--- src/logic/field32_pkg.sv ---
/*
 * Constants, types and the encoding decode function for the 32-bit
 * field store of the virtual-machine control structure.
 * Assumes a single core clock and software as the only requester.
 */
package field32_pkg;

	// ------------------------------------------------------------
	// Encoding layout
	// ------------------------------------------------------------
	localparam int ENC_WIDTH_LSB = 13;
	localparam int ENC_TYPE_LSB = 10;
	localparam int ENC_INDEX_LSB = 1;
	localparam logic [1:0] WIDTH_CLASS_32 = 2'h2;

	typedef enum logic [1:0] {
		FT_CTRL = 2'h0,
		FT_EXIT = 2'h1,
		FT_GUEST = 2'h2,
		FT_HOST = 2'h3
	} field_type_e;

	// ------------------------------------------------------------
	// Storage layout: one flat slot array for all four types
	// ------------------------------------------------------------
	localparam int SLOT_W = 6;
	localparam logic [8:0] CTRL_COUNT = 9'h012;
	localparam logic [8:0] EXIT_COUNT = 9'h008;
	localparam logic [8:0] GUEST_COUNT = 9'h018;
	localparam logic [8:0] HOST_COUNT = 9'h001;
	localparam logic [SLOT_W-1:0] CTRL_BASE = 6'h00;
	localparam logic [SLOT_W-1:0] EXIT_BASE = 6'h12;
	localparam logic [SLOT_W-1:0] GUEST_BASE = 6'h1a;
	localparam logic [SLOT_W-1:0] HOST_BASE = 6'h32;
	localparam int NUM_SLOTS = 51;

	// Optional fields, the guest hole and the descriptor-table limits, by index within their type
	localparam logic [8:0] IDX_TASK_PRIORITY = 9'h00e;
	localparam logic [8:0] IDX_SECONDARY = 9'h00f;
	localparam logic [8:0] IDX_PAUSE_LOOP_GAP = 9'h010;
	localparam logic [8:0] IDX_PAUSE_LOOP_WINDOW = 9'h011;
	localparam logic [8:0] IDX_GUEST_HOLE = 9'h016;
	localparam logic [8:0] IDX_PREEMPT_TIMER = 9'h017;
	localparam logic [8:0] IDX_GDT_LIMIT = 9'h008;
	localparam logic [8:0] IDX_IDT_LIMIT = 9'h009;

	// Capability bits
	localparam int CAP_TASK_PRIORITY = 0;
	localparam int CAP_SECONDARY = 1;
	localparam int CAP_PAUSE_LOOP = 2;
	localparam int CAP_PREEMPT_TIMER = 3;
	localparam logic [3:0] CAPS_RESET = 4'hf;

	// ------------------------------------------------------------
	// Register map (byte addresses)
	// ------------------------------------------------------------
	localparam logic [31:0] OFS_ENCODING = 32'h0000_0000;
	localparam logic [31:0] OFS_WDATA = 32'h0000_0004;
	localparam logic [31:0] OFS_COMMAND = 32'h0000_0008;
	localparam logic [31:0] OFS_RDATA = 32'h0000_000c;
	localparam logic [31:0] OFS_STATUS = 32'h0000_0010;
	localparam logic [31:0] OFS_MASK = 32'h0000_0014;
	localparam logic [31:0] OFS_CAPS = 32'h0000_0018;
	localparam logic [31:0] OFS_DECODE = 32'h0000_001c;

	localparam int CMD_READ = 0;
	localparam int CMD_WRITE = 1;

	localparam int ST_DONE = 0;
	localparam int ST_INVALID = 1;
	localparam int ST_RO_REJECT = 2;
	localparam int ST_ENTRY = 3;
	localparam logic [3:0] STATUS_RESET = 4'h0;
	localparam logic [3:0] MASK_RESET = 4'h0;

	localparam logic [1:0] RESP_OKAY = 2'h0;
	localparam logic [1:0] RESP_DECERR = 2'h3;

	typedef enum logic [0:0] {
		CH_IDLE = 1'h0,
		CH_RESP = 1'h1
	} chan_state_e;

	typedef struct packed {
		logic valid;
		logic read_only;
		field_type_e ftype;
		logic [8:0] index;
		logic [SLOT_W-1:0] slot;
	} decode_s;

	// ------------------------------------------------------------
	// Encoding decode
	// ------------------------------------------------------------
	function automatic decode_s decode_enc(input logic [31:0] enc, input logic [3:0] caps);
		decode_s d;
		logic ok;
		d.ftype = field_type_e'(enc[ENC_TYPE_LSB +: 2]);
		d.index = enc[ENC_INDEX_LSB +: 9];
		d.read_only = (d.ftype == FT_EXIT);
		ok = (enc[31:15] == 17'h0_0000) && (enc[12] == 1'b0);
		ok = ok && (enc[ENC_WIDTH_LSB +: 2] == WIDTH_CLASS_32);
		ok = ok && (enc[0] == 1'b0);
		d.slot = '0;
		case (d.ftype)
			FT_CTRL:
			begin
				ok = ok && (d.index < CTRL_COUNT);
				if (d.index == IDX_TASK_PRIORITY)
					ok = ok && caps[CAP_TASK_PRIORITY];
				if (d.index == IDX_SECONDARY)
					ok = ok && caps[CAP_SECONDARY];
				if (d.index == IDX_PAUSE_LOOP_GAP || d.index == IDX_PAUSE_LOOP_WINDOW)
					ok = ok && caps[CAP_PAUSE_LOOP];
				d.slot = CTRL_BASE + d.index[SLOT_W-1:0];
			end
			FT_EXIT:
			begin
				ok = ok && (d.index < EXIT_COUNT);
				d.slot = EXIT_BASE + d.index[SLOT_W-1:0];
			end
			FT_GUEST:
			begin
				ok = ok && (d.index < GUEST_COUNT) && (d.index != IDX_GUEST_HOLE);
				if (d.index == IDX_PREEMPT_TIMER)
					ok = ok && caps[CAP_PREEMPT_TIMER];
				d.slot = GUEST_BASE + d.index[SLOT_W-1:0];
			end
			FT_HOST:
			begin
				ok = ok && (d.index < HOST_COUNT);
				d.slot = HOST_BASE + d.index[SLOT_W-1:0];
			end
			default:
			begin
				ok = 1'b0;
			end
		endcase
		d.valid = ok;
		return d;
	endfunction : decode_enc

endpackage : field32_pkg

--- src/logic/field32_decoder.sv ---
/*
 * 32-bit field store with encoding decoder, reached over AXI4-Lite.
 * Assumes a single 100 MHz core clock, synchronous active-high reset,
 * and a core that pulses VM_ENTRY and loads exit data on its own port.
 */
// Local design decisions: register access over AXI4-Lite and the placing of the registers.
`timescale 1ns/10ps
`default_nettype none

// Behaviour
// [RULE_01] Bits 14:13 equal to 2 mark a 32-bit field encoding.
// [RULE_02] 32-bit fields take full access only; bit 0 must be zero.
// [RULE_03] Type bits 11:10 equal to 0 select a control field.
// [RULE_04] Type 1 selects read-only exit data software cannot write.
// [RULE_05] Type 2 selects a guest-state field.
// [RULE_06] Type 3 selects a host-state field.
// [RULE_07] Bits 9:1 pick the field within its width class and type.
// [RULE_08] Control fields run 4000h to 4022h in even steps.
// [RULE_09] Exit data fields run 4400h to 440Eh in even steps.
// [RULE_10] Guest fields 4800h to 482Ah, preemption timer at 482Eh.
// [RULE_11] The single host field sits at 4C00h.
// [RULE_12] Task-priority threshold exists only with its shadow control supported.
// [RULE_13] Secondary controls exist only with activate-secondary supported.
// [RULE_14] Pause-loop gap and window exist only with pause-loop exiting supported.
// [RULE_15] Preemption timer value exists only with the timer control supported.
// [RULE_16] Each entry clears the upper 16 bits of both descriptor-table limits.
// [RULE_17] Odd, unlisted or unsupported encodings report invalid and touch nothing.
// [RULE_18] Writes to exit data are rejected and storage stays unchanged.
module field32_decoder (
	// Clock and reset
	input wire logic CLK,
	input wire logic SYS_RST,
	// AXI4-Lite write address
	input wire logic AWVALID,
	output logic AWREADY,
	input wire logic [31:0] AWADDR,
	input wire logic [2:0] AWPROT,
	// AXI4-Lite write data
	input wire logic WVALID,
	output logic WREADY,
	input wire logic [31:0] WDATA,
	input wire logic [3:0] WSTRB,
	// AXI4-Lite write response
	output logic BVALID,
	input wire logic BREADY,
	output logic [1:0] BRESP,
	// AXI4-Lite read address
	input wire logic ARVALID,
	output logic ARREADY,
	input wire logic [31:0] ARADDR,
	input wire logic [2:0] ARPROT,
	// AXI4-Lite read data
	output logic RVALID,
	input wire logic RREADY,
	output logic [31:0] RDATA,
	output logic [1:0] RRESP,
	// Core side
	input wire logic VM_ENTRY,
	input wire logic EXIT_WR,
	input wire logic [2:0] EXIT_INDEX,
	input wire logic [31:0] EXIT_DATA,
	// Interrupt
	output logic IRQ
);

	// ------------------------------------------------------------
	// Declarations
	// ------------------------------------------------------------
	logic [31:0] fields_r [0:field32_pkg::NUM_SLOTS-1];
	logic [31:0] enc_r;
	logic [31:0] wdata_r;
	logic [31:0] rdata_field_r;
	logic [3:0] status_r;
	logic [3:0] mask_r;
	logic [3:0] caps_r;
	logic [31:0] awaddr_r;
	logic [31:0] wbuf_r;
	logic [3:0] wstrb_r;
	logic aw_got_r;
	logic w_got_r;
	logic awready_r;
	logic wready_r;
	logic bvalid_r;
	logic [1:0] bresp_r;
	logic arready_r;
	logic rvalid_r;
	logic [31:0] rdata_r;
	logic [1:0] rresp_r;
	logic irq_r;
	field32_pkg::chan_state_e wr_state_r;
	field32_pkg::chan_state_e rd_state_r;
	field32_pkg::decode_s dec;
	logic wr_fire;
	logic wr_mapped;
	logic cmd_fire;
	logic do_read;
	logic do_write;
	logic [31:0] wr_val;
	logic [3:0] status_set;
	logic [3:0] status_clr;
	logic [3:0] status_nxt;
	logic [31:0] rd_val;
	logic rd_mapped;
	logic [field32_pkg::SLOT_W-1:0] exit_slot;
	logic [field32_pkg::SLOT_W-1:0] gdt_slot;
	logic [field32_pkg::SLOT_W-1:0] idt_slot;

	function automatic logic [31:0] merge_strb(input logic [31:0] old_v,
		input logic [31:0] new_v, input logic [3:0] strb);
		logic [31:0] r;
		r = old_v;
		for (int i = 0; i < 4; i++)
		begin
			if (strb[i])
				r[8*i +: 8] = new_v[8*i +: 8];
		end
		return r;
	endfunction : merge_strb

	// ------------------------------------------------------------
	// Encoding decode and command qualification
	// ------------------------------------------------------------
	// Width class, type, index and gating [RULE_01] [RULE_03] [RULE_04] [RULE_05] [RULE_06]
	// Index ranges per type [RULE_07] [RULE_08] [RULE_09] [RULE_10] [RULE_11]
	// Optional fields by capability [RULE_12] [RULE_13] [RULE_14] [RULE_15]
	always_comb
	begin
		dec = field32_pkg::decode_enc(enc_r, caps_r); // [RULE_02] [RULE_17]
	end

	assign wr_fire = aw_got_r && w_got_r && (wr_state_r == field32_pkg::CH_IDLE);
	assign wr_mapped = (awaddr_r[31:5] == 27'h0) && (awaddr_r[1:0] == 2'h0);
	assign wr_val = merge_strb(32'h0, wbuf_r, wstrb_r);
	assign cmd_fire = wr_fire && (awaddr_r == field32_pkg::OFS_COMMAND);
	// Invalid encodings never reach storage [RULE_17]
	assign do_read = cmd_fire && wr_val[field32_pkg::CMD_READ] && dec.valid;
	// Exit data is never written by software [RULE_18]
	assign do_write = cmd_fire && wr_val[field32_pkg::CMD_WRITE] && dec.valid
		&& !dec.read_only;

	assign exit_slot = field32_pkg::EXIT_BASE + {3'h0, EXIT_INDEX};
	assign gdt_slot = field32_pkg::GUEST_BASE + field32_pkg::IDX_GDT_LIMIT[5:0];
	assign idt_slot = field32_pkg::GUEST_BASE + field32_pkg::IDX_IDT_LIMIT[5:0];

	// ------------------------------------------------------------
	// Field storage
	// ------------------------------------------------------------
	// No reset on the array: contents are undefined until loaded, as for RAM
	always_ff @(posedge CLK)
	begin
		if (do_write)
			fields_r[dec.slot] <= wdata_r;
		if (EXIT_WR)
			fields_r[exit_slot] <= EXIT_DATA;
		if (VM_ENTRY)
		begin
			// Only 16 limit bits are real; entry scrubs the rest [RULE_16]
			fields_r[gdt_slot][31:16] <= 16'h0000;
			fields_r[idt_slot][31:16] <= 16'h0000;
		end
	end

	always_ff @(posedge CLK)
	begin
		if (SYS_RST)
			rdata_field_r <= 32'h0;
		else if (do_read)
			rdata_field_r <= fields_r[dec.slot];
	end

	// ------------------------------------------------------------
	// Software registers
	// ------------------------------------------------------------
	always_ff @(posedge CLK)
	begin
		if (SYS_RST)
		begin
			enc_r <= 32'h0;
			wdata_r <= 32'h0;
			mask_r <= field32_pkg::MASK_RESET;
			caps_r <= field32_pkg::CAPS_RESET;
		end
		else if (wr_fire)
		begin
			case (awaddr_r)
				field32_pkg::OFS_ENCODING:
					enc_r <= merge_strb(enc_r, wbuf_r, wstrb_r);
				field32_pkg::OFS_WDATA:
					wdata_r <= merge_strb(wdata_r, wbuf_r, wstrb_r);
				field32_pkg::OFS_MASK:
					mask_r <= wr_val[3:0] | (mask_r & ~{4{wstrb_r[0]}});
				field32_pkg::OFS_CAPS:
					caps_r <= wr_val[3:0] | (caps_r & ~{4{wstrb_r[0]}});
				default:
				begin
				end
			endcase
		end
	end

	// ------------------------------------------------------------
	// Status and interrupt
	// ------------------------------------------------------------
	always_comb
	begin
		status_set = 4'h0;
		status_set[field32_pkg::ST_DONE] = do_read || do_write;
		status_set[field32_pkg::ST_INVALID] = cmd_fire && !dec.valid
			&& (wr_val[field32_pkg::CMD_READ] || wr_val[field32_pkg::CMD_WRITE]); // [RULE_17]
		status_set[field32_pkg::ST_RO_REJECT] = cmd_fire && dec.valid && dec.read_only
			&& wr_val[field32_pkg::CMD_WRITE]; // [RULE_18]
		status_set[field32_pkg::ST_ENTRY] = VM_ENTRY;
		status_clr = (wr_fire && awaddr_r == field32_pkg::OFS_STATUS) ? wr_val[3:0] : 4'h0;
		// A new event beats a clear in the same cycle
		status_nxt = (status_r & ~status_clr) | status_set;
	end

	always_ff @(posedge CLK)
	begin
		if (SYS_RST)
			status_r <= field32_pkg::STATUS_RESET;
		else
			status_r <= status_nxt;
	end

	always_ff @(posedge CLK)
	begin
		if (SYS_RST)
			irq_r <= 1'b0;
		else
			irq_r <= |(status_nxt & mask_r);
	end

	// ------------------------------------------------------------
	// AXI4-Lite write channel
	// ------------------------------------------------------------
	always_ff @(posedge CLK)
	begin
		if (SYS_RST)
		begin
			aw_got_r <= 1'b0;
			w_got_r <= 1'b0;
			awready_r <= 1'b1;
			wready_r <= 1'b1;
			awaddr_r <= 32'h0;
			wbuf_r <= 32'h0;
			wstrb_r <= 4'h0;
			bvalid_r <= 1'b0;
			bresp_r <= field32_pkg::RESP_OKAY;
			wr_state_r <= field32_pkg::CH_IDLE;
		end
		else
		begin
			if (AWVALID && awready_r)
			begin
				awaddr_r <= AWADDR;
				aw_got_r <= 1'b1;
				awready_r <= 1'b0;
			end
			if (WVALID && wready_r)
			begin
				wbuf_r <= WDATA;
				wstrb_r <= WSTRB;
				w_got_r <= 1'b1;
				wready_r <= 1'b0;
			end
			case (wr_state_r)
				field32_pkg::CH_IDLE:
				begin
					if (wr_fire)
					begin
						bvalid_r <= 1'b1;
						bresp_r <= wr_mapped ? field32_pkg::RESP_OKAY
							: field32_pkg::RESP_DECERR;
						wr_state_r <= field32_pkg::CH_RESP;
					end
				end
				field32_pkg::CH_RESP:
				begin
					if (BREADY)
					begin
						bvalid_r <= 1'b0;
						aw_got_r <= 1'b0;
						w_got_r <= 1'b0;
						awready_r <= 1'b1;
						wready_r <= 1'b1;
						wr_state_r <= field32_pkg::CH_IDLE;
					end
				end
				default:
					wr_state_r <= field32_pkg::CH_IDLE;
			endcase
		end
	end

	// ------------------------------------------------------------
	// AXI4-Lite read channel
	// ------------------------------------------------------------
	always_comb
	begin
		rd_mapped = 1'b1;
		case (ARADDR)
			field32_pkg::OFS_ENCODING:
				rd_val = enc_r;
			field32_pkg::OFS_WDATA:
				rd_val = wdata_r;
			field32_pkg::OFS_COMMAND:
				rd_val = 32'h0;
			field32_pkg::OFS_RDATA:
				rd_val = rdata_field_r;
			field32_pkg::OFS_STATUS:
				rd_val = {28'h0, status_r};
			field32_pkg::OFS_MASK:
				rd_val = {28'h0, mask_r};
			field32_pkg::OFS_CAPS:
				rd_val = {28'h0, caps_r};
			field32_pkg::OFS_DECODE:
				rd_val = {12'h0, dec.slot, 1'b0, dec.index, dec.ftype, dec.read_only, dec.valid};
			default:
			begin
				rd_val = 32'h0;
				rd_mapped = 1'b0;
			end
		endcase
	end

	always_ff @(posedge CLK)
	begin
		if (SYS_RST)
		begin
			arready_r <= 1'b1;
			rvalid_r <= 1'b0;
			rdata_r <= 32'h0;
			rresp_r <= field32_pkg::RESP_OKAY;
			rd_state_r <= field32_pkg::CH_IDLE;
		end
		else
		begin
			case (rd_state_r)
				field32_pkg::CH_IDLE:
				begin
					if (ARVALID)
					begin
						arready_r <= 1'b0;
						rvalid_r <= 1'b1;
						rdata_r <= rd_val;
						rresp_r <= rd_mapped ? field32_pkg::RESP_OKAY
							: field32_pkg::RESP_DECERR;
						rd_state_r <= field32_pkg::CH_RESP;
					end
				end
				field32_pkg::CH_RESP:
				begin
					if (RREADY)
					begin
						rvalid_r <= 1'b0;
						arready_r <= 1'b1;
						rd_state_r <= field32_pkg::CH_IDLE;
					end
				end
				default:
					rd_state_r <= field32_pkg::CH_IDLE;
			endcase
		end
	end

	// ------------------------------------------------------------
	// Outputs
	// ------------------------------------------------------------
	assign AWREADY = awready_r;
	assign WREADY = wready_r;
	assign BVALID = bvalid_r;
	assign BRESP = bresp_r;
	assign ARREADY = arready_r;
	assign RVALID = rvalid_r;
	assign RDATA = rdata_r;
	assign RRESP = rresp_r;
	assign IRQ = irq_r;

endmodule : field32_decoder

`default_nettype wire

--- config.mk ---
export PLATFORM = sky130hd
export DESIGN_NAME = field32_decoder
export DESIGN_NICKNAME = d
export VERILOG_FILES = /design/src/logic/field32_pkg.sv /design/src/logic/field32_decoder.sv
export SDC_FILE = /design/constraint.sdc
export NUM_CORES = 2
export LEC_CHECK = 0
export ABC_AREA = 1
export BUFFER_PORTS_ARGS = -buffer_cell sky130_fd_sc_hd__buf_2
export CORE_MARGIN = 5
export CORE_UTILIZATION = 50
export CTS_BUF_LIST = sky130_fd_sc_hd__clkbuf_8
export CTS_CLUSTER_DIAMETER = 150
export CTS_CLUSTER_SIZE = 20
export DETAILED_ROUTE_END_ITERATION = 8
export PLACE_DENSITY = 0.64
export SLEW_MARGIN = 10
export SYNTH_ARGS = -nofsm -noshare
export SYNTH_HDL_FRONTEND = slang
export SYNTH_SLANG_ARGS = --single-unit
--- constraint.sdc ---
create_clock -name CLK -period 6.3 [get_ports CLK]
set_input_delay 0.315 -clock CLK [delete_from_list [all_inputs] [get_ports CLK]]
set_output_delay 0.315 -clock CLK [all_outputs]
set_load 0.03 [all_outputs]
==> run summary <==
outcome: complete, no violations
layout cell share with drive strength beyond 1: 0.0764
full die area: 0.168 sq mm
final wirelength: 245000 um
Finished Layout Cells: 9819
Post-Route Setup TNS: 0 ns
die width: 410 um
CTS H-tree depth: 3
syn_nets: 8031
Post-synth top flop: edfxtp_1
Synth cell types: 54
Worst path most repeated cell: nand2_1
via count: 57100
reg2reg end: fields_r[16][15]
Seq/Total Area, Yosys: 0.676
critical path's largest stage delay: 1.09 ns
leakage: 0.0310 uW
CP required: 6.88 ns
Async SR Flop Fraction: 0
final hold vios: 0
CTS tree: built
max-cap violations: 0
Mapped Cells: 7877
RSZ-0062 raised after global routing: false
Worst path slowest cell: nor2_4
CTS root buf: clkbuf_8
DPL Wire Length: 144000 um
DRC viols: 0
Critical Path Source Type: register
Area Overhead vs Synth: 6.47%
worst vdd ir: 0.189 mV
Crit Reg-Reg Startpoint: enc_r[1]
Skew-Pair Late Insertion Delay: 0.93 ns
placed cell area: 0.0823 sq mm
crit-path max FO: 88
Port Buffers: 185
hold endpoint: fields_r[18][25]
final cycle utilization of the critical path: 0.811
Reg2Reg Depth: 13
min Tclk post-route: 5.11 ns
Starting DRT DRC Count: 7323
CTS buffer count: 104
grt ovf: 0
area taken by multi-input logic gates: 0.0216 sq mm
Post-Syn Area: 0.0799 sq mm
DIE HEIGHT: 410 um
core box area: 0.159 sq mm
hold path depth: 5
Total Power: 19300 uW
worst slew pin tran: 1.29 ns
Post-CTS Resized: 0
CP Class: register to register
Worst slew margin: 0.137
GRT Util Overall: 0.284
first-pass GRT wire length: 356000 um
Post-synth EDFFs: 1632
Final ANT Viol Nets: 0
synth warn: 0
Worst Setup SP: enc_r[1]
initial antenna violation count: 7
Site Rows: 146
count of final setup violators: 0
final instance area: 0.0851 sq mm
PwrDens: 226 mW/mm^2
I/O Pins: 192
Max Root-Sink Buffers: 3
CP endpoint kind: register
maximum clock rate: 196 MHz
Sink Count: 1884
commonest non-fill, non-tap cells in the layout: nand2_1, edfxtp_1, a21oi_1
Pre-Repair DR Iteration Count: 6
CP arrival: 5.69 ns
Vias/cell: 5.82
Syn Area/Cell: 10.1 sq um
# placed instances: 9528
register area: 0.0541 sq mm
CP cell instances: inv_8 > nand2_1 > nand2_1 > nand2_1 > nand2_1 > nand2_1 > nand3_1 > nand2_1 > nand4_1 > nor2_4 > nand3_1 > nor2_4 > buf_4
initial core utilization: 0.504
Yosys reg bits: 1884
Worst Skew: 0.0681 ns
pin count of the biggest net entering global routing: 173
Slew Limit Fails: 0
hold wc startpoint: EXIT_INDEX[0]
vias in the first global route: 53900
fillers: 13700
Clk pin slew, worst setup/hold paths: 0.13 ns
commonest non-fill, non-tap cell in the layout: nand2_1
Fin Hold WS: 0.0663 ns
Hold Path Class: input port to register
routed len/inst: 24.9 um
R2R setup slack: 1.19 ns
placer congestion estimate: 0.919
final layout net count: 7826
## how the worst max path moves through the flow
stage / end / cells past startpoint
after CTS: fields_r[16][15] / 13
final: fields_r[16][15] / 13
after global routing: fields_r[17][4] / 13
after floorplan: fields_r[18][0] / 13
after global placement: fields_r[16][10] / 13
after detailed placement: fields_r[16][4] / 13
## cell families (layout without fill, tap and decap cells)
group | count (synthesis) | in the layout | share of synthesized area
and+or+nand+nor | 3010 | 3010 | 0.148
adders and majority gates | 4 | 4 | 0.000626
AOI/OAI and AO/OA | 1753 | 1753 | 0.114
buffers and inverters | 1223 | 1086 | 0.0602
other | 0 | 7 | 0
DFF | 1884 | 1884 | 0.676
xor gates and xnor gates | 3 | 3 | 0.000892
## cell usage after synthesis (6+ instances only)
cell / number / share of area
a211oi_1: 15 / 0.0014
a21boi_0: 13 / 0.0012
a21o_1: 11 / 0.0010
a21oi_1: 787 / 0.049
and2_0: 6 / 0.00047
buf_1: 31 / 0.0015
buf_2: 126 / 0.0079
buf_4: 9 / 0.00085
clkbuf_1: 581 / 0.027
clkinv_1: 7 / 0.00033
dfxtp_1: 252 / 0.063
edfxtp_1: 1632 / 0.61
inv_1: 457 / 0.021
nand2_1: 2315 / 0.11
nand3_1: 117 / 0.0073
nand4_1: 54 / 0.0042
nor2_1: 450 / 0.021
nor3_1: 18 / 0.0011
nor4_1: 6 / 0.00047
o211ai_1: 15 / 0.0014
o21ai_0: 740 / 0.046
o21ai_1: 18 / 0.0011
o22ai_1: 144 / 0.011
or2_2: 11 / 0.00086
## sequential cells by signal, indices dropped and copies added, names as in the netlist, 4 cells and up, named ones only
name and flops:
wstrb_r 4, wbuf_r 32, status_r 4, rdata_field_r 32
wdata_r 32, enc_r 32, awaddr_r 32, fields_r 1664
RDATA 32
## report_power, final
group          leakage [uW]  internal, uW  switching [uW]
Clock               0.00110          1560            3820
Combinational        0.0133           143             268
Sequential           0.0166         13400            36.6
Total                0.0310         15100            4120
## per-stage QoR
step / util / worst slack [ns]
finish: 0.536 / 1.19
global route: 0.536 / 1.04
CTS: 0.536 / 1.28
detailed placement: 0.518 / 1.34
global placement: 0.518 / 1.35
floorplan: - / 1.59
## critical path, delay by kind of cell (launching register included)
family                 cells  cell delay, ns
buffers and inverters      2            0.73
flip-flops                 1            0.77
AND/OR/NAND/NOR           11            3.15
## layout make-up
class / instances / share of cell area
Antenna cell: 7 / 0.000206
Multi-Input combinational cell: 4770 / 0.254
Sequential cell: 1884 / 0.636
Timing Repair Buffer: 441 / 0.0385
Tap cell: 2072 / 0.0305
Clock inverter: 70 / 0.00359
Clock buffer: 104 / 0.0168
Inverter: 471 / 0.0209
## what timing repair did
item,CTS,global route
setup buffers,0,0
endpoints found under the hold margin,391,0
hold buffers,110,0
## per-layer routing
| metal | up-vias | track usage | wire (um) |
|---|---|---|---|
| met4 | 2 | 0.123 | 12200 |
| li1 | 26000 | - | - |
| met3 | 459 | 0.0514 | 23900 |
| met5 | - | 0 | 12 |
| met1 | 27900 | 0.392 | 97400 |
| met2 | 2789 | 0.445 | 111000 |
Power figures use the tool's default switching activity.
